## src/rtc_timer_defs.svh

```systemverilog
// Offsets, field positions, reset values and timing counts of the countdown timer.
// Assumes inclusion by bare name from the package and the modules.
`ifndef RTC_TIMER_DEFS_SVH
`define RTC_TIMER_DEFS_SVH

// ----------------------------------------------------------------
// Register addresses on the serial link
// ----------------------------------------------------------------
`define ADDR_INT_CTRL_STATUS 5'h01
`define ADDR_TIMER_CONTROL 5'h0E
`define ADDR_COUNTDOWN_VALUE 5'h0F

// ----------------------------------------------------------------
// Field positions
// ----------------------------------------------------------------
`define TC_TIMER_ON_BIT 7
`define ICS_MINUTE_EN_BIT 7
`define ICS_SECOND_EN_BIT 6
`define ICS_TICK_FLAG_BIT 5
`define ICS_PULSE_SEL_BIT 4
`define ICS_ALARM_FLAG_BIT 3
`define ICS_CD_FLAG_BIT 2
`define ICS_ALARM_IRQ_EN_BIT 1
`define ICS_CD_IRQ_EN_BIT 0
`define CMD_READ_BIT 7

// ----------------------------------------------------------------
// Reset values
// ----------------------------------------------------------------
`define TIMER_CONTROL_RST 8'h03
`define COUNTDOWN_VALUE_RST 8'h00
`define INT_CTRL_STATUS_RST 8'h00

// ----------------------------------------------------------------
// Timing
// ----------------------------------------------------------------
`define MCLK_HZ 10000000
`define BASE_TICK_HZ 8192
`define BASE_TICK_DIV (`MCLK_HZ / `BASE_TICK_HZ)
`define PRESC_STAGE 64
`define SECONDS_PER_MINUTE 60
// Interrupt pulse widths in base ticks of 1/8192 s
`define PW_FAST_N1 8'h01
`define PW_FAST 8'h02
`define PW_MID_N1 8'h40
`define PW_SLOW 8'h80

`endif

```

## src/rtc_timer_pkg.sv

```systemverilog
// Types shared by the countdown timer and its prescaler.
// Assumes the defines header is on the include path.
`include "rtc_timer_defs.svh"

package rtc_timer_pkg;

  // ----------------------------------------------------------------
  // Source clock choice
  // ----------------------------------------------------------------
  typedef enum logic [1:0] {
    SRC_4096HZ = 2'b00,
    SRC_64HZ = 2'b01,
    SRC_1HZ = 2'b10,
    SRC_MINUTE = 2'b11
  } src_sel_t;

  // ----------------------------------------------------------------
  // Serial transfer phase
  // ----------------------------------------------------------------
  typedef enum logic {
    PH_CMD = 1'b0,
    PH_DATA = 1'b1
  } spi_phase_t;

  // All state of the timer core
  typedef struct packed {
    logic [1:0] sclk_s;
    logic sclk_prev;
    logic [1:0] sdi_s;
    logic [1:0] ce_s;
    logic [2:0] bitcnt;
    spi_phase_t phase;
    logic rd;
    logic [4:0] addr;
    logic [7:0] sh_in;
    logic [7:0] sh_out;
    logic sdo;
    logic timer_on;
    src_sel_t clk_sel;
    logic [7:0] reload;
    logic [7:0] count;
    logic arm;
    logic minute_tick_enable;
    logic second_tick_enable;
    logic irq_pulse_select;
    logic alarm_irq_enable;
    logic countdown_irq_enable;
    logic tick_flag;
    logic alarm_flag;
    logic countdown_flag;
    logic [7:0] cd_pw;
    logic [7:0] tk_pw;
    logic int_act;
  } core_state_t;

  // All state of the prescaler
  typedef struct packed {
    logic [15:0] div;
    logic half;
    logic [5:0] c64;
    logic [5:0] c1;
    logic [5:0] c60;
    logic en8192;
    logic en4096;
    logic en64;
    logic en1;
    logic en_min;
  } presc_state_t;

endpackage : rtc_timer_pkg

```

## src/rtc_countdown_timer_flags.sv

```systemverilog
// Countdown timer with interrupt flags, reached over a serial register link.
// Assumes the link pins are asynchronous to mclk and are sampled here; tick
// and alarm event inputs come from logic on mclk as one-cycle pulses.
`timescale 1ns/1ps
`default_nettype none
`include "rtc_timer_defs.svh"

//Function
// - Eight-bit down-counter steered by timer control
// - Two-bit select picks one of four sources
// - Zero halts; one to 255 are periods
// - At one set flag, reload, continue
// - Reading count returns the live counter
// - Mid-period write applies immediately, reloads later
// - First period carries bounded start uncertainty
// - Interrupt pin driven from flag when enabled
// - Pulse or level mode; separate enable
// - Countdown flag cleared only by software
// - Tick and countdown flags set, held
// - Flag writes are ANDed with present value
// - Flags at bits five, three, two
// - Alarm flag clears by the same AND
// - Enable bit seven, select bits one:zero
// - Bit four pulse mode, bit zero enable
// - Clearing flag ends interrupt pulse early
module rtc_countdown_timer_flags #(
  parameter int BASE_DIV = `BASE_TICK_DIV
) (
  input wire logic mclk,
  input wire logic sys_rst,
  input wire logic spi_sclk,
  input wire logic spi_ce,
  input wire logic spi_sdi,
  output logic spi_sdo,
  output logic spi_sdo_oe,
  input wire logic second_tick,
  input wire logic minute_tick,
  input wire logic alarm_event,
  output logic int_n_o,
  output logic int_n_oe
);
  import rtc_timer_pkg::*;

  core_state_t q; // Registered state
  core_state_t d; // Next state
  logic en8192; // Base tick for pulse widths
  logic en4096; // 4096 Hz source tick
  logic en64; // 64 Hz tick
  logic en1; // 1 Hz tick
  logic en_min; // Once-per-minute tick

  // ----------------------------------------------------------------
  // Helpers
  // ----------------------------------------------------------------
  // Register read mux; reserved bits read as zero
  function automatic logic [7:0] reg_read(input logic [4:0] a, input core_state_t s);
    logic [7:0] r;
    r = 8'h00;
    case (a)
      `ADDR_TIMER_CONTROL: begin
        r[`TC_TIMER_ON_BIT] = s.timer_on;
        r[1:0] = s.clk_sel;
      end
      `ADDR_COUNTDOWN_VALUE: begin
        r = s.count;
      end
      `ADDR_INT_CTRL_STATUS: begin
        r = {s.minute_tick_enable, s.second_tick_enable, s.tick_flag, s.irq_pulse_select,
             s.alarm_flag, s.countdown_flag, s.alarm_irq_enable, s.countdown_irq_enable};
      end
      default: begin
        r = 8'h00;
      end
    endcase
    return r;
  endfunction : reg_read

  // Countdown interrupt pulse width in base ticks
  function automatic logic [7:0] cd_width(input src_sel_t sel, input logic [7:0] n);
    logic [7:0] w;
    w = `PW_SLOW;
    case (sel)
      SRC_4096HZ: w = (n == 8'h01) ? `PW_FAST_N1 : `PW_FAST;
      SRC_64HZ: w = (n == 8'h01) ? `PW_MID_N1 : `PW_SLOW;
      default: w = `PW_SLOW;
    endcase
    return w;
  endfunction : cd_width

  // ----------------------------------------------------------------
  // Rate enables
  // ----------------------------------------------------------------
  rtc_timer_prescale #(
    .BASE_DIV(BASE_DIV)
  ) u_presc (
    .mclk(mclk),
    .sys_rst(sys_rst),
    .en8192(en8192),
    .en4096(en4096),
    .en64(en64),
    .en1(en1),
    .en_min(en_min)
  );

  // ----------------------------------------------------------------
  // Next-state logic
  // ----------------------------------------------------------------
  // Link decode, register writes, counter, flags and interrupt pin
  always_comb begin
    logic rise;
    logic fall;
    logic [7:0] shv;
    logic wr;
    logic [4:0] waddr;
    logic [7:0] wdata;
    logic src_tick;
    logic fast;
    logic cd_event;
    logic tk_event;
    logic wr_ics;
    logic cd_lvl;
    logic tk_lvl;
    rise = 1'b0;
    fall = 1'b0;
    shv = 8'h00;
    wr = 1'b0;
    waddr = 5'h00;
    wdata = 8'h00;
    src_tick = 1'b0;
    fast = 1'b0;
    cd_event = 1'b0;
    tk_event = 1'b0;
    wr_ics = 1'b0;
    cd_lvl = 1'b0;
    tk_lvl = 1'b0;
    d = q;
    // Two-flop synchronisers on the link pins
    d.sclk_s = {q.sclk_s[0], spi_sclk};
    d.sdi_s = {q.sdi_s[0], spi_sdi};
    d.ce_s = {q.ce_s[0], spi_ce};
    d.sclk_prev = q.sclk_s[1];
    rise = q.sclk_s[1] & ~q.sclk_prev;
    fall = ~q.sclk_s[1] & q.sclk_prev;
    // Serial link: command byte, then data bytes with auto-increment
    if (!q.ce_s[1]) begin
      d.bitcnt = 3'h0;
      d.phase = PH_CMD;
    end else if (rise) begin
      shv = {q.sh_in[6:0], q.sdi_s[1]};
      d.sh_in = shv;
      if (q.bitcnt == 3'h7) begin
        d.bitcnt = 3'h0;
        if (q.phase == PH_CMD) begin
          d.rd = shv[`CMD_READ_BIT];
          d.addr = shv[4:0];
          d.phase = PH_DATA;
          if (shv[`CMD_READ_BIT]) begin
            d.sh_out = reg_read(shv[4:0], q);
          end
        end else begin
          if (!q.rd) begin
            wr = 1'b1;
            waddr = q.addr;
            wdata = shv;
          end
          d.addr = 5'(q.addr + 5'h01);
          if (q.rd) begin
            d.sh_out = reg_read(5'(q.addr + 5'h01), q);
          end
        end
      end else begin
        d.bitcnt = 3'(q.bitcnt + 3'h1);
      end
    end else if (fall && q.phase == PH_DATA && q.rd) begin
      // Shift out on the falling edge so the host samples on the rising one
      d.sdo = q.sh_out[7];
      d.sh_out = {q.sh_out[6:0], 1'b0};
    end
    // Source clock selection
    case (q.clk_sel)
      SRC_4096HZ: src_tick = en4096;
      SRC_64HZ: src_tick = en64;
      SRC_1HZ: src_tick = en1;
      SRC_MINUTE: src_tick = en_min;
      default: src_tick = 1'b0;
    endcase
    fast = (q.clk_sel == SRC_4096HZ) || (q.clk_sel == SRC_64HZ);
    // Down-counter with automatic reload; zero halts
    if (q.timer_on && q.reload != 8'h00) begin
      if (q.arm) begin
        // First period: fast sources skip a partial tick, slow ones align to 64 Hz
        if (fast ? src_tick : en64) begin
          d.arm = 1'b0;
        end
      end else if (src_tick) begin
        if (q.count <= 8'h01) begin
          cd_event = 1'b1;
          d.count = q.reload;
        end else begin
          d.count = 8'(q.count - 8'h01);
        end
      end
    end
    // Register writes
    wr_ics = wr && (waddr == `ADDR_INT_CTRL_STATUS);
    if (wr && waddr == `ADDR_TIMER_CONTROL) begin
      d.timer_on = wdata[`TC_TIMER_ON_BIT];
      d.clk_sel = src_sel_t'(wdata[1:0]);
      if (wdata[`TC_TIMER_ON_BIT] && !q.timer_on) begin
        d.count = q.reload;
        d.arm = 1'b1;
      end
    end
    if (wr && waddr == `ADDR_COUNTDOWN_VALUE) begin
      d.reload = wdata;
      d.count = wdata;
    end
    if (wr_ics) begin
      d.minute_tick_enable = wdata[`ICS_MINUTE_EN_BIT];
      d.second_tick_enable = wdata[`ICS_SECOND_EN_BIT];
      d.irq_pulse_select = wdata[`ICS_PULSE_SEL_BIT];
      d.alarm_irq_enable = wdata[`ICS_ALARM_IRQ_EN_BIT];
      d.countdown_irq_enable = wdata[`ICS_CD_IRQ_EN_BIT];
    end
    // Sticky flags: write-AND clear, a set in the same cycle wins
    tk_event = (q.minute_tick_enable & minute_tick) | (q.second_tick_enable & second_tick);
    d.countdown_flag = (q.countdown_flag & ~(wr_ics & ~wdata[`ICS_CD_FLAG_BIT])) | cd_event;
    d.tick_flag = (q.tick_flag & ~(wr_ics & ~wdata[`ICS_TICK_FLAG_BIT])) | tk_event;
    d.alarm_flag = (q.alarm_flag & ~(wr_ics & ~wdata[`ICS_ALARM_FLAG_BIT])) | alarm_event;
    // Countdown interrupt pulse
    if (cd_event) begin
      d.cd_pw = cd_width(q.clk_sel, q.reload);
    end else if (en8192 && q.cd_pw != 8'h00) begin
      d.cd_pw = 8'(q.cd_pw - 8'h01);
    end
    if (!d.countdown_flag) begin
      d.cd_pw = 8'h00;
    end
    // Minute/second interrupt pulse of 1/64 s
    if (tk_event) begin
      d.tk_pw = `PW_SLOW;
    end else if (en8192 && q.tk_pw != 8'h00) begin
      d.tk_pw = 8'(q.tk_pw - 8'h01);
    end
    if (!d.tick_flag) begin
      d.tk_pw = 8'h00;
    end
    // Interrupt pin: pulse or level, sources wire-ORed
    cd_lvl = d.irq_pulse_select ? (d.cd_pw != 8'h00) : d.countdown_flag;
    tk_lvl = d.irq_pulse_select ? (d.tk_pw != 8'h00) : d.tick_flag;
    d.int_act = (d.countdown_irq_enable & cd_lvl) | tk_lvl | (d.alarm_irq_enable & d.alarm_flag);
  end

  // ----------------------------------------------------------------
  // State register
  // ----------------------------------------------------------------
  // Synchronous reset to documented defaults
  always_ff @(posedge mclk) begin
    if (sys_rst) begin
      q <= '0;
      q.phase <= PH_CMD;
      q.timer_on <= 1'(`TIMER_CONTROL_RST >> `TC_TIMER_ON_BIT);
      q.clk_sel <= src_sel_t'(2'(`TIMER_CONTROL_RST));
      q.reload <= `COUNTDOWN_VALUE_RST;
      q.count <= `COUNTDOWN_VALUE_RST;
    end else begin
      q <= d;
    end
  end

  // ----------------------------------------------------------------
  // Outputs
  // ----------------------------------------------------------------
  assign spi_sdo = q.sdo;
  assign spi_sdo_oe = q.ce_s[1] & (q.phase == PH_DATA) & q.rd;
  assign int_n_o = 1'b0;
  assign int_n_oe = q.int_act;

endmodule : rtc_countdown_timer_flags
`default_nettype wire

```

## src/rtc_timer_prescale.sv

```systemverilog
// Prescaler: one-cycle enables at 8192 Hz, 4096 Hz, 64 Hz, 1 Hz and one per minute.
// Assumes a single free-running mclk; the base rate is an integer approximation.
`timescale 1ns/1ps
`default_nettype none
`include "rtc_timer_defs.svh"

module rtc_timer_prescale #(
  parameter int BASE_DIV = `BASE_TICK_DIV
) (
  input wire logic mclk,
  input wire logic sys_rst,
  output logic en8192,
  output logic en4096,
  output logic en64,
  output logic en1,
  output logic en_min
);
  import rtc_timer_pkg::*;

  presc_state_t q; // Registered state
  presc_state_t d; // Next state

  // ----------------------------------------------------------------
  // Divider chain
  // ----------------------------------------------------------------
  // Each stage advances on the enable of the stage below
  always_comb begin
    d = q;
    d.en8192 = (q.div == 16'(BASE_DIV - 1));
    d.div = d.en8192 ? 16'h0000 : 16'(q.div + 16'h0001);
    d.en4096 = d.en8192 & q.half;
    if (d.en8192) begin
      d.half = ~q.half;
    end
    d.en64 = d.en4096 & (q.c64 == 6'(`PRESC_STAGE - 1));
    if (d.en4096) begin
      d.c64 = 6'(q.c64 + 6'h01);
    end
    d.en1 = d.en64 & (q.c1 == 6'(`PRESC_STAGE - 1));
    if (d.en64) begin
      d.c1 = 6'(q.c1 + 6'h01);
    end
    d.en_min = d.en1 & (q.c60 == 6'(`SECONDS_PER_MINUTE - 1));
    if (d.en1) begin
      d.c60 = d.en_min ? 6'h00 : 6'(q.c60 + 6'h01);
    end
  end

  // State register
  always_ff @(posedge mclk) begin
    if (sys_rst) begin
      q <= '0;
    end else begin
      q <= d;
    end
  end

  assign en8192 = q.en8192;
  assign en4096 = q.en4096;
  assign en64 = q.en64;
  assign en1 = q.en1;
  assign en_min = q.en_min;

endmodule : rtc_timer_prescale
`default_nettype wire

```

## config.mk

```make
export PLATFORM = sky130hd
export DESIGN_NAME = rtc_countdown_timer_flags
export DESIGN_NICKNAME = d
export VERILOG_FILES = /design/src/rtc_timer_pkg.sv /design/src/rtc_countdown_timer_flags.sv /design/src/rtc_timer_prescale.sv
export VERILOG_INCLUDE_DIRS = /design/src
export SDC_FILE = /design/constraint.sdc
export NUM_CORES = 1
export LEC_CHECK = 0
export ABC_AREA = 1
export BUFFER_PORTS_ARGS = -buffer_cell sky130_fd_sc_hd__buf_2
export CAP_MARGIN = 25
export CORE_MARGIN = 1.5
export CORE_UTILIZATION = 48
export CTS_BUF_LIST = sky130_fd_sc_hd__clkbuf_8
export DETAILED_ROUTE_END_ITERATION = 10
export SYNTH_ARGS = -nofsm -noshare
export SYNTH_HDL_FRONTEND = slang
export SYNTH_HIERARCHICAL = 1
export SYNTH_SLANG_ARGS = --single-unit
```

## constraint.sdc

```tcl
create_clock -name mclk -period 2.79 [get_ports mclk]
set_clock_uncertainty 0.1 [all_clocks]
set_input_delay 0.1395 -clock mclk [delete_from_list [all_inputs] [get_ports mclk]]
set_output_delay 0.1395 -clock mclk [all_outputs]
set_load 0.01 [all_outputs]
```

==> results of run 1 <==
-- Yosys cell counts, drive strengths merged, types with 3 or more instances --
| library cell | n |
|---|---|
| ha | 16 |
| nand4 | 22 |
| nand3b | 4 |
| o211ai | 4 |
| nand3 | 49 |
| nand2 | 236 |
| xor2 | 16 |
| a31oi | 6 |
| nor2 | 129 |
| o21ai | 60 |
| clkinv | 3 |
| clkbuf | 11 |
| or2 | 6 |
| buf | 7 |
| a21oi | 77 |
| inv | 126 |
| nor3 | 24 |
| xnor2 | 4 |
| dfxtp | 118 |
-- power by group --
group | total, mW | internal (mW) | switching (mW) | leakage, nW
clock | 1.75 | 1.08 | 0.665 | 0.240
sequential | 1.70 | 1.69 | 0.00851 | 0.953
combinational | 0.0709 | 0.0202 | 0.0507 | 1.79
total | 3.52 | 2.80 | 0.725 | 2.98
-- timing repair --
item / CTS / global route
hold buffers: 4 / 0
setup endpoints to repair: 0 / 0
hold endpoints to repair: 5 / 0
-- state kept, by name (all words and copies together), names as in the netlist --
| register | flops |
|---|---|
| q | 72 |
| spi_sdo | 1 |
| u_presc/en64 | 1 |
| u_presc/en8192 | 1 |
| u_presc/en_min | 1 |
| d | 4 |
| int_n_oe | 1 |
| u_presc/q | 35 |
| u_presc/en4096 | 1 |
| u_presc/en1 | 1 |
-- through the flow --
step	instance area, um2	instances	hold WS [ps]	worst slack, ps
2_1_floorplan	6286	934	123.1	651.9
3_3_place_gp	6541	1109	243.8	510.2
3_5_place_dp	6541	1109	246.2	458.1
4_1_cts	7033	1145	55.16	446.9
5_1_grt	7033	1145	105.4	179.5
6_report	7033	1145	76.77	432.9
-- path summary, 6_finish.rpt --
kind / startpoint / to / slack [ps] / depth (start not counted)
max: q[26]$_SDFF_PP0_ / int_n_oe$_SDFF_PP0_ / 430 / 14
min: sys_rst / d[76]$_SDFF_PP0_ / 80 / 2
max reg2reg: q[26]$_SDFF_PP0_ / int_n_oe$_SDFF_PP0_ / 430 / 14
min reg2reg: d[75]$_SDFF_PP0_ / q[75]$_SDFF_PP0_ / 310 / 2
-- area by class of cell --
type,count,area (um2),share of cell area
tap,172,215.2,0.03060
clock buffer,22,302.8,0.04305
multi-input combinational,669,3344,0.4755
sequential,118,2362,0.3359
inverter,129,486.7,0.06920
clock inverter,10,148.9,0.02117
timing repair buffer,25,172.7,0.02455
-- kinds of logic after synthesis --
kind of cell	Yosys count	synth area share
AND/OR/NAND/NOR	473	0.3332
AO/OA/AOI/OAI	159	0.1385
buffers and inverters	147	0.09216
flip-flops	118	0.3758
XOR/XNOR	20	0.02786
adder cells (fa/ha/maj)	16	0.03185
other	1	0.0005966
-- per-layer routing --
layer  vias up  part of all wire
met5         -                 0
met4         0             0.019
met3        25             0.044
met2       125              0.46
met1      2691              0.47
li1       3064                 -
==> results by group, run 1 <==
Status
  – Result of the run: complete, no violations

Route
  – Number of search-and-repair iterations in the first detailed-routing pass: 5
  – Initial DRC Count: 446
  – Routed WL: 14960 um
  – Routed wire per std cell: 13.06 um
  – Routed vias/inst: 5.157
  – Routed via count: 5905
  – Final routed DRC violation total: 0
  – Remaining number of nets flagged by the antenna check after routing: 0

Clock tree
  – Cts repair resizes: 0
  – Maximum buffer depth of the clock tree: 2
  – Root buf cell: clkbuf_8
  – Total number of H-tree levels: 4
  – Num Clock Sinks: 118
  – Number of CTS-inserted buffers: 17
  – Clock latency on the worst-skew pair: 440 ps
  – CTS tree: yes
  – Post-CTS setup buffers: 0
  – CTS clk-pin slew, worst paths: 70 ps

Timing
  – Max Transition Viols Final: 0
  – Maximum clock frequency: 424.2 MHz
  – Final-layout setup total negative slack: 0 ps
  – Fin crit share: 0.8449
  – Relative max-transition margin: 0.4885
  – Setup-failing EPs final: 0
  – Fin. Hold Viols: 0
  – Unrepaired setup endpoints after global routing: no
  – Measured slew at the worst slew-check pin: 766.4 ps
  – Min Clock Period, post-route: 2357 ps

Synthesis
  – Number of enable-type register cells in the synthesized netlist: 0
  – Synthesized instance count: 934
  – Share of async-settable or async-resettable flops after synthesis: 0
  – Register bit total from synthesis: 118
  – Count of warnings emitted by yosys: 6
  – Most used flip-flop cell after synthesis: dfxtp_1
  – Share of synthesized area occupied by flip-flops and latches: 0.3758
  – Number of library cell types mapped by synthesis: 51
  – Total nets after synthesis: 958
  – Avg Synthesized Cell Area: 6.730 um2
  – Top cell type by total area after synthesis: dfxtp_1
  – Share of Yosys cell area claimed by the top area cell type: 0.3758
  – Post-Synthesis Cell Area: 6286 um2
  – Cells taking the most area after synthesis: dfxtp_1, nand2_1, inv_1

Flow run
  – Count of maximum capacitance violations: 0

GRT
  – First-pass GRT wire length: 24750 um
  – Aggregate global-route resource usage: 0.2210
  – Aggregate global routing overflow: 0
  – Met2 layer usage reported by global route: 0.3673
  – Vias in the first global route: 5345
  – Layer with the highest usage after global routing: met2
  – Met1 layer usage reported by global route: 0.2825
  – Global routing usage on met3: 0.04621
  – Largest net degree at the start of global routing: 31
  – Antenna violations before repair: 0

Final layout
  – Number of filler cells placed in the layout: 1344
  – Leading cell type in the layout, fill and taps excluded: nand2_1
  – Area added between synthesis and finish: 11.88%
  – Net count reported at finish: 984
  – Number of diodes: 0
  – Util after Layout: 0.5528
  – Top library cells by usage in the layout, fill and taps aside: nand2_1, inv_1, nor2_1, dfxtp_1, a21oi_1
  – Fraction of layout cells with a size suffix above 1: 0.08941

Floorplanning
  – Die boundary height: 117.4 um
  – Die Outline Area: 13790 um2
  – Floorplan die width: 117.4 um
  – Count of boundary I/O pins: 12
  – Number of placement rows: 41
  – Initial cell density of the core: 0.4941
  – Core Region: 12720 um2

Setup path
  – Cell family with the largest share of critical-path delay: simple AND/OR/NAND/NOR gates
  – Req. time, crit path: 3020 ps
  – Cell Chain, Critical Path: inv_1 > ha_1 > o21ai_0 > nor2_1 > nand3_1 > buf_4 > nand3_1 > nand2_1 > nor2_1 > nand2_1 > nand2_1 > nand3_1 > nand2_1 > nand2_1
  – Worst setup path class: flop to flop
  – Worst-path fanout max: 8
  – Type of element launching the critical path: flop
  – Largest stage delay, worst path: 340 ps
  – Number of buffers and inverters on the critical path: 2
  – CP arrival: 2580 ps
  – Slowest stage cell on the critical path: dfxtp_1
  – Most prevalent standard cell on the critical path: nand2_1
  – Type of destination of the critical path: flop

Power and ir drop
  – VDD IR max: 0.0003427 V
  – Power Density: 500.8 nW/um2
  – Cell leakage power: 2.985 nW
  – Overall power of the completed layout: 3.522 mW

Placement
  – Buffers on Ports: 10
  – Post-DP HPWL: 11170 um
  – Global placer's final weighted congestion: 0.9005

Min path
  – Worst hold-check path type: input port to flop
Power figures use the tool's default switching activity.
==> run 2: changes to the inputs <==
==> constraint.sdc (replaced) <==
create_clock -name mclk -period 2.4 [get_ports mclk]
set_clock_uncertainty 0.1 [all_clocks]
set_input_delay 0.12 -clock mclk [delete_from_list [all_inputs] [get_ports mclk]]
set_output_delay 0.12 -clock mclk [all_outputs]
set_load 0.01 [all_outputs]
==> results by group, run 2 (synthesis gave the netlist of run 1 again) <==
Clock tree
  – Number of CTS-inserted buffers: 17
  – Clock latency on the worst-skew pair: 440 ps
  – Post-CTS setup buffers: 0
  – Total number of H-tree levels: 4
  – Root buf cell: clkbuf_8
  – Num Clock Sinks: 118
  – Maximum buffer depth of the clock tree: 2
  – CTS tree: yes
  – CTS clk-pin slew, worst paths: 60 ps

Timing
  – Fin crit share: 0.9175
  – Measured slew at the worst slew-check pin: 751.8 ps
  – Min Clock Period, post-route: 2202 ps
  – Max Transition Viols Final: 0
  – Maximum clock frequency: 454.1 MHz
  – Fin. Hold Viols: 0
  – Post-route worst setup slack: 197.9 ps
  – Unrepaired setup endpoints after global routing: no
  – Relative max-transition margin: 0.4983
  – Setup-failing EPs final: 0
  – Final-layout setup total negative slack: 0 ps

Route
  – Routed WL: 15000 um
  – Routed wire per std cell: 13.02 um
  – Remaining number of nets flagged by the antenna check after routing: 0
  – Routed via count: 5945
  – Initial DRC Count: 402
  – Routed vias/inst: 5.161
  – Number of search-and-repair iterations in the first detailed-routing pass: 5
  – Final routed DRC violation total: 0

Setup path
  – Type of element launching the critical path: flop
  – CP arrival: 2470 ps
  – Minimum setup slack among reg-to-reg paths: 200 ps
  – Type of destination of the critical path: flop
  – Number of cell instances on the worst register-to-register path: 12
  – Req. time, crit path: 2660 ps
  – Worst setup path class: flop to flop
  – Worst-path fanout max: 7

GRT
  – Vias in the first global route: 5493
  – Largest net degree at the start of global routing: 50
  – Antenna violations before repair: 0
  – First-pass GRT wire length: 25070 um
  – Aggregate global-route resource usage: 0.2237
  – Aggregate global routing overflow: 0

Flow run
  – Count of maximum capacitance violations: 0

Floorplanning
  – Number of placement rows: 41
  – Count of boundary I/O pins: 12
  – Core Region: 12720 um2
  – Die Outline Area: 13790 um2
  – Die boundary height: 117.4 um
  – Initial cell density of the core: 0.4941
  – Floorplan die width: 117.4 um

Placement
  – Buffers on Ports: 10
  – Global placer's final weighted congestion: 0.8975
  – Post-DP HPWL: 11010 um
  – Dpl ws: 152.9 ps
  – Cell area reported after detailed placement: 6606 um2

Final layout
  – Number of diodes: 0
  – Top library cells by usage in the layout, fill and taps aside: nand2_1, inv_1, nor2_1, dfxtp_1, a21oi_1
  – Net count reported at finish: 992
  – Area added between synthesis and finish: 11.92%
  – Leading cell type in the layout, fill and taps excluded: nand2_1
  – Fraction of layout cells with a size suffix above 1: 0.09898
  – Summed area of non-filler cells in the final layout: 7036 um2
  – Register ranked first by flip-flop count: q
  – Max FFs per register: 72

Status
  – Result of the run: complete, no violations

Power and ir drop
  – Clock network power share: 0.435
  – Power Density: 519.4 nW/um2
  – VDD IR max: 0.0004108 V
  – Sw frac: 0.2217
  – Net switching power figure: 0.8102 mW
  – Cell-internal power: 2.844 mW
  – Comb power frac: 0.023
  – Cell leakage power: 2.978 nW
  – Reg power frac: 0.542

Min path
  – Worst hold-check path type: input port to flop
  – Hold Path Cell Cnt: 3
==> run 2: cell count changes in the layout (fill, tap and decap cells not counted), moves of 2 or more <==
| cell | delta |
|---|---|
| nand3_1 | -2 |
| inv_1 | +3 |
| nand3_2 | +2 |
| clkinv_2 | -2 |
| bufinv_16 | -4 |
| buf_4 | +6 |
==> run 2: what timing repair did <==
item                                    in CTS  in global routing
endpoints found under the setup margin       0                  6
resized for setup                            0                  9
hold buffers                                 4                  0
hold endpoints to repair                     5                  0
==> run 2: final timing paths <==
path                            from          endpoint
hold / removal               sys_rst  q[31]$_SDFF_PP0_
hold reg to reg     d[75]$_SDFF_PP0_  q[75]$_SDFF_PP0_
setup / recovery  q[69]$_SDFFE_PP0N_  q[29]$_SDFF_PP0_
setup reg to reg  q[69]$_SDFFE_PP0N_  q[29]$_SDFF_PP0_
==> run 2: power by group through the flow <==
| stage | Combinational [mW] | Sequential [mW] | Clock [mW] |
|---|---|---|---|
| CTS | 0.0827 | 1.98 | 1.64 |
| global route | 0.0923 | 1.98 | 1.73 |
| finish | 0.0827 | 1.98 | 1.59 |
| global placement | 0.0769 | 2.02 | 0 |
| detailed placement | 0.0778 | 2.02 | 0 |
| floorplan | 0.0529 | 2.02 | 0 |
==> run 2: final cells by class <==
| type | count | area, um2 |
|---|---|---|
| Sequential cell | 118 | 2364 |
| Tap cell | 172 | 215.2 |
| Clock buffer | 23 | 316.6 |
| Clock inverter | 8 | 33.78 |
| Timing Repair Buffer | 32 | 237.7 |
| Inverter | 129 | 486.7 |
| Multi-Input combinational cell | 670 | 3382 |
| Fill cell | 1318 | 5687 |
==> run 2: stage by stage <==
| step | power [mW] | cells | hold WS, ps | util |
|---|---|---|---|---|
| after CTS | 3.705 | 1151 | 23.73 | 0.5500 |
| after global routing | 3.799 | 1152 | 40.68 | 0.5530 |
| final | 3.654 | 1152 | 54.60 | 0.5530 |
| after global placement | 2.101 | 1116 | 232.2 | 0.5193 |
| after floorplan | 2.074 | 934 | 103.6 | - |
| after detailed placement | 2.101 | 1116 | 230.2 | 0.5193 |
==> run 2: critical path, stage by stage, from the launching register on <==
cell     delay, ps
dfxtp_2        330
ha_1           160
ha_2           220
nand4_4        150
nor2_8         210
nand2_4         60
nor3_4         140
nand2_2        140
o21ai_4        270
inv_2           90
nand2_1         90
nand3_2         70
a21oi_2        110
==> run 2: per-layer routing <==
metal	part of all wire	GRT usage
met1	0.47	0.2811
met2	0.46	0.3658
met3	0.044	0.05010
met4	0.022	0.1019
met5	0	0
==> run 3: changes to the inputs <==
--- a/config.mk
+++ b/config.mk
@@ -6,7 +6,6 @@
 export SDC_FILE = /design/constraint.sdc
 export NUM_CORES = 1
 export LEC_CHECK = 0
-export ABC_AREA = 1
 export BUFFER_PORTS_ARGS = -buffer_cell sky130_fd_sc_hd__buf_2
 export CAP_MARGIN = 25
 export CORE_MARGIN = 1.5
==> results by group, run 3 <==
Clock tree
  – Root buf cell: clkbuf_8
  – CTS tree: yes
  – Clock latency on the worst-skew pair: 460 ps
  – Num Clock Sinks: 118
  – Maximum buffer depth of the clock tree: 2
  – Number of CTS-inserted buffers: 17
  – CTS clk-pin slew, worst paths: 70 ps
  – Total number of H-tree levels: 4

GRT
  – Vias in the first global route: 5093
  – Aggregate global-route resource usage: 0.2388
  – Largest net degree at the start of global routing: 70
  – Aggregate global routing overflow: 0
  – First-pass GRT wire length: 24680 um
  – Antenna violations before repair: 0

Timing
  – Relative max-transition margin: 0.6548
  – Setup-failing EPs final: 1
  – Min Clock Period, post-route: 2475 ps
  – Fin crit share: 1.031
  – Fin. Hold Viols: 0
  – Measured slew at the worst slew-check pin: 510.8 ps
  – Worst Hold Slack: 29.83 ps
  – Max Transition Viols Final: 0
  – Post-route worst setup slack: -74.74 ps
  – Unrepaired setup endpoints after global routing: yes
  – Maximum clock frequency: 404.1 MHz

Final layout
  – Net count reported at finish: 801
  – Max FFs per register: 72
  – Multi-input logic area: 3525 um2
  – Top library cells by usage in the layout, fill and taps aside: dfxtp_1, nor2_1, nand2_1, buf_4, a21oi_1
  – Number of filler cells placed in the layout: 1098
  – Area added between synthesis and finish: 20.14%
  – Leading cell type in the layout, fill and taps excluded: dfxtp_1
  – Fraction of layout cells with a size suffix above 1: 0.1939
  – Sequential cell area: 2367 um2
  – Register ranked first by flip-flop count: q
  – Summed area of non-filler cells in the final layout: 7291 um2
  – Number of diodes: 0

Placement
  – Post-DP HPWL: 10890 um
  – Global placer's final weighted congestion: 0.8901
  – Cell area reported after detailed placement: 6668 um2
  – Buffers on Ports: 10

Route
  – Routed via count: 5459
  – Final routed DRC violation total: 0
  – Number of search-and-repair iterations in the first detailed-routing pass: 6
  – Routed WL: 15050 um
  – Remaining number of nets flagged by the antenna check after routing: 0
  – Routed wire per std cell: 15.73 um
  – Routed vias/inst: 5.704
  – Initial DRC Count: 459

Min path
  – Worst hold-check path type: input port to flop
  – HP Start: minute_tick
  – Hold Path Cell Cnt: 4
  – Endpoint of the worst hold-timing path: q[8]$_SDFF_PP0_

Floorplanning
  – Die boundary height: 115.4 um
  – Count of boundary I/O pins: 12
  – Die Outline Area: 13330 um2
  – Number of placement rows: 40
  – Initial cell density of the core: 0.4990
  – Core Region: 12160 um2
  – Floorplan die width: 115.4 um

Status
  – Violated checks: setup timing
  – Result of the run: finished, violations left

Power and ir drop
  – Power Density: 559.4 nW/um2
  – Net switching power figure: 0.9011 mW
  – Clock network power share: 0.494
  – VDD IR max: 0.0003556 V
  – Sw frac: 0.2209
  – Comb power frac: 0.021
  – Cell leakage power: 2.809 nW
  – Cell-internal power: 3.178 mW
  – Reg power frac: 0.485

Synthesis
  – Total nets after synthesis: 734
  – Post-Synthesis Cell Area: 6068 um2
  – Register bit total from synthesis: 118
  – Share of synthesized area occupied by flip-flops and latches: 0.3893
  – Number of library cell types mapped by synthesis: 73
  – Share of async-settable or async-resettable flops after synthesis: 0
  – Most instantiated library cell after synthesis: dfxtp_1
  – Top cell type by total area after synthesis: dfxtp_1
  – Cells taking the most area after synthesis: dfxtp_1, nor2_1, nand2_1
  – Count of warnings emitted by yosys: 6
  – Number of enable-type register cells in the synthesized netlist: 0
  – Share of Yosys cell area claimed by the top area cell type: 0.3893
  – Synthesized instance count: 710
  – Avg Synthesized Cell Area: 8.547 um2
  – Most used flip-flop cell after synthesis: dfxtp_1
  – Commonest cells in the synthesized netlist: dfxtp_1, nor2_1, nand2_1, a21oi_1, nand3_1

Setup path
  – Type of element launching the critical path: flop
  – CP arrival: 2710 ps
  – Launching point of the worst reg2reg path: q[63]$_SDFFE_PP0P_
  – Number of cell instances on the worst register-to-register path: 7
  – Worst-path fanout max: 6
  – Minimum setup slack among reg-to-reg paths: -70 ps
  – Req. time, crit path: 2630 ps
  – R2r endpoint: int_n_oe$_SDFF_PP0_
  – Type of destination of the critical path: flop
  – Worst setup path class: flop to flop

Flow run
  – Count of maximum capacitance violations: 0
## run 3: cells by family after synthesis
kind of cell             after synthesis  synth area share
AO/OA/AOI/OAI                        148            0.1619
XOR/XNOR                              29           0.04186
adder cells (fa/ha/maj)               16           0.03299
buffers and inverters                 61           0.04660
flip-flops                           118            0.3893
multiplexers                          25           0.04907
other                                  1         0.0006180
AND/OR/NAND/NOR                      312            0.2777
## run 3: power groups by stage
stage | Combinational, mW | Sequential [mW] | Clock (mW)
floorplan | 0.0556 | 2.02 | 0
global placement | 0.0772 | 2.02 | 0
detailed placement | 0.0785 | 2.02 | 0
CTS | 0.0863 | 1.98 | 2.05
global route | 0.0961 | 1.98 | 2.13
finish | 0.0865 | 1.98 | 2.02
## run 3: worst max path at each step
stage	start	endpoint	slack, ps	cells past startpoint
final	q[63]$_SDFFE_PP0P_	int_n_oe$_SDFF_PP0_	-70	7
after global routing	q[63]$_SDFFE_PP0P_	int_n_oe$_SDFF_PP0_	-140	7
after CTS	q[63]$_SDFFE_PP0P_	int_n_oe$_SDFF_PP0_	-60	7
after detailed placement	q[70]$_SDFFE_PP0N_	int_n_oe$_SDFF_PP0_	-200	10
after global placement	q[69]$_SDFFE_PP0N_	int_n_oe$_SDFF_PP0_	-180	10
after floorplan	q[65]$_SDFFE_PP0P_	int_n_oe$_SDFF_PP0_	-90	8
## run 3: worst max-delay path, cell delays in order, from the launching register on
cell     delay [ps]
dfxtp_2         320
or4b_4          530
or3_1           370
buf_6           160
mux2i_4         190
inv_2            90
a41oi_2          80
or4_1           500
## run 3: repair_timing
item                                    CTS  global route
hold endpoints to repair                 11             0
gates resized for setup                  10            14
hold buffers                              6             0
setup buffers                             2             0
pin swaps                                 2             7
endpoints found under the setup margin    7            14
## run 3: cell type report
| type | instances | area share |
|---|---|---|
| timing repair buffer | 87 | 0.09147 |
| clock inverter | 12 | 0.02437 |
| sequential | 118 | 0.3247 |
| tap | 168 | 0.02883 |
| clock buffer | 19 | 0.03587 |
| inverter | 22 | 0.01133 |
| multi-input combinational | 531 | 0.4834 |
## run 3: routing by layer
layer / vias up / track usage / share of wire
met2: 155 / 0.3945 / 0.48
met4: 0 / 0.09465 / 0.021
li1: 2709 / - / -
met5: - / 0 / 0
met3: 33 / 0.06119 / 0.046
met1: 2562 / 0.2991 / 0.45
## run 3: metrics by stage
step	setup TNS [ps]	utilization	worst slack [ps]	power (mW)	instances
3_3_place_gp	-177.5	0.5483	-177.5	2.098	918
2_1_floorplan	-92.20	-	-92.20	2.074	710
3_5_place_dp	-226.3	0.5483	-201.8	2.100	918
4_1_cts	-61.65	0.5950	-61.65	4.112	957
5_1_grt	-157.3	0.5995	-136.2	4.203	957
6_report	-74.74	0.5995	-74.74	4.079	957
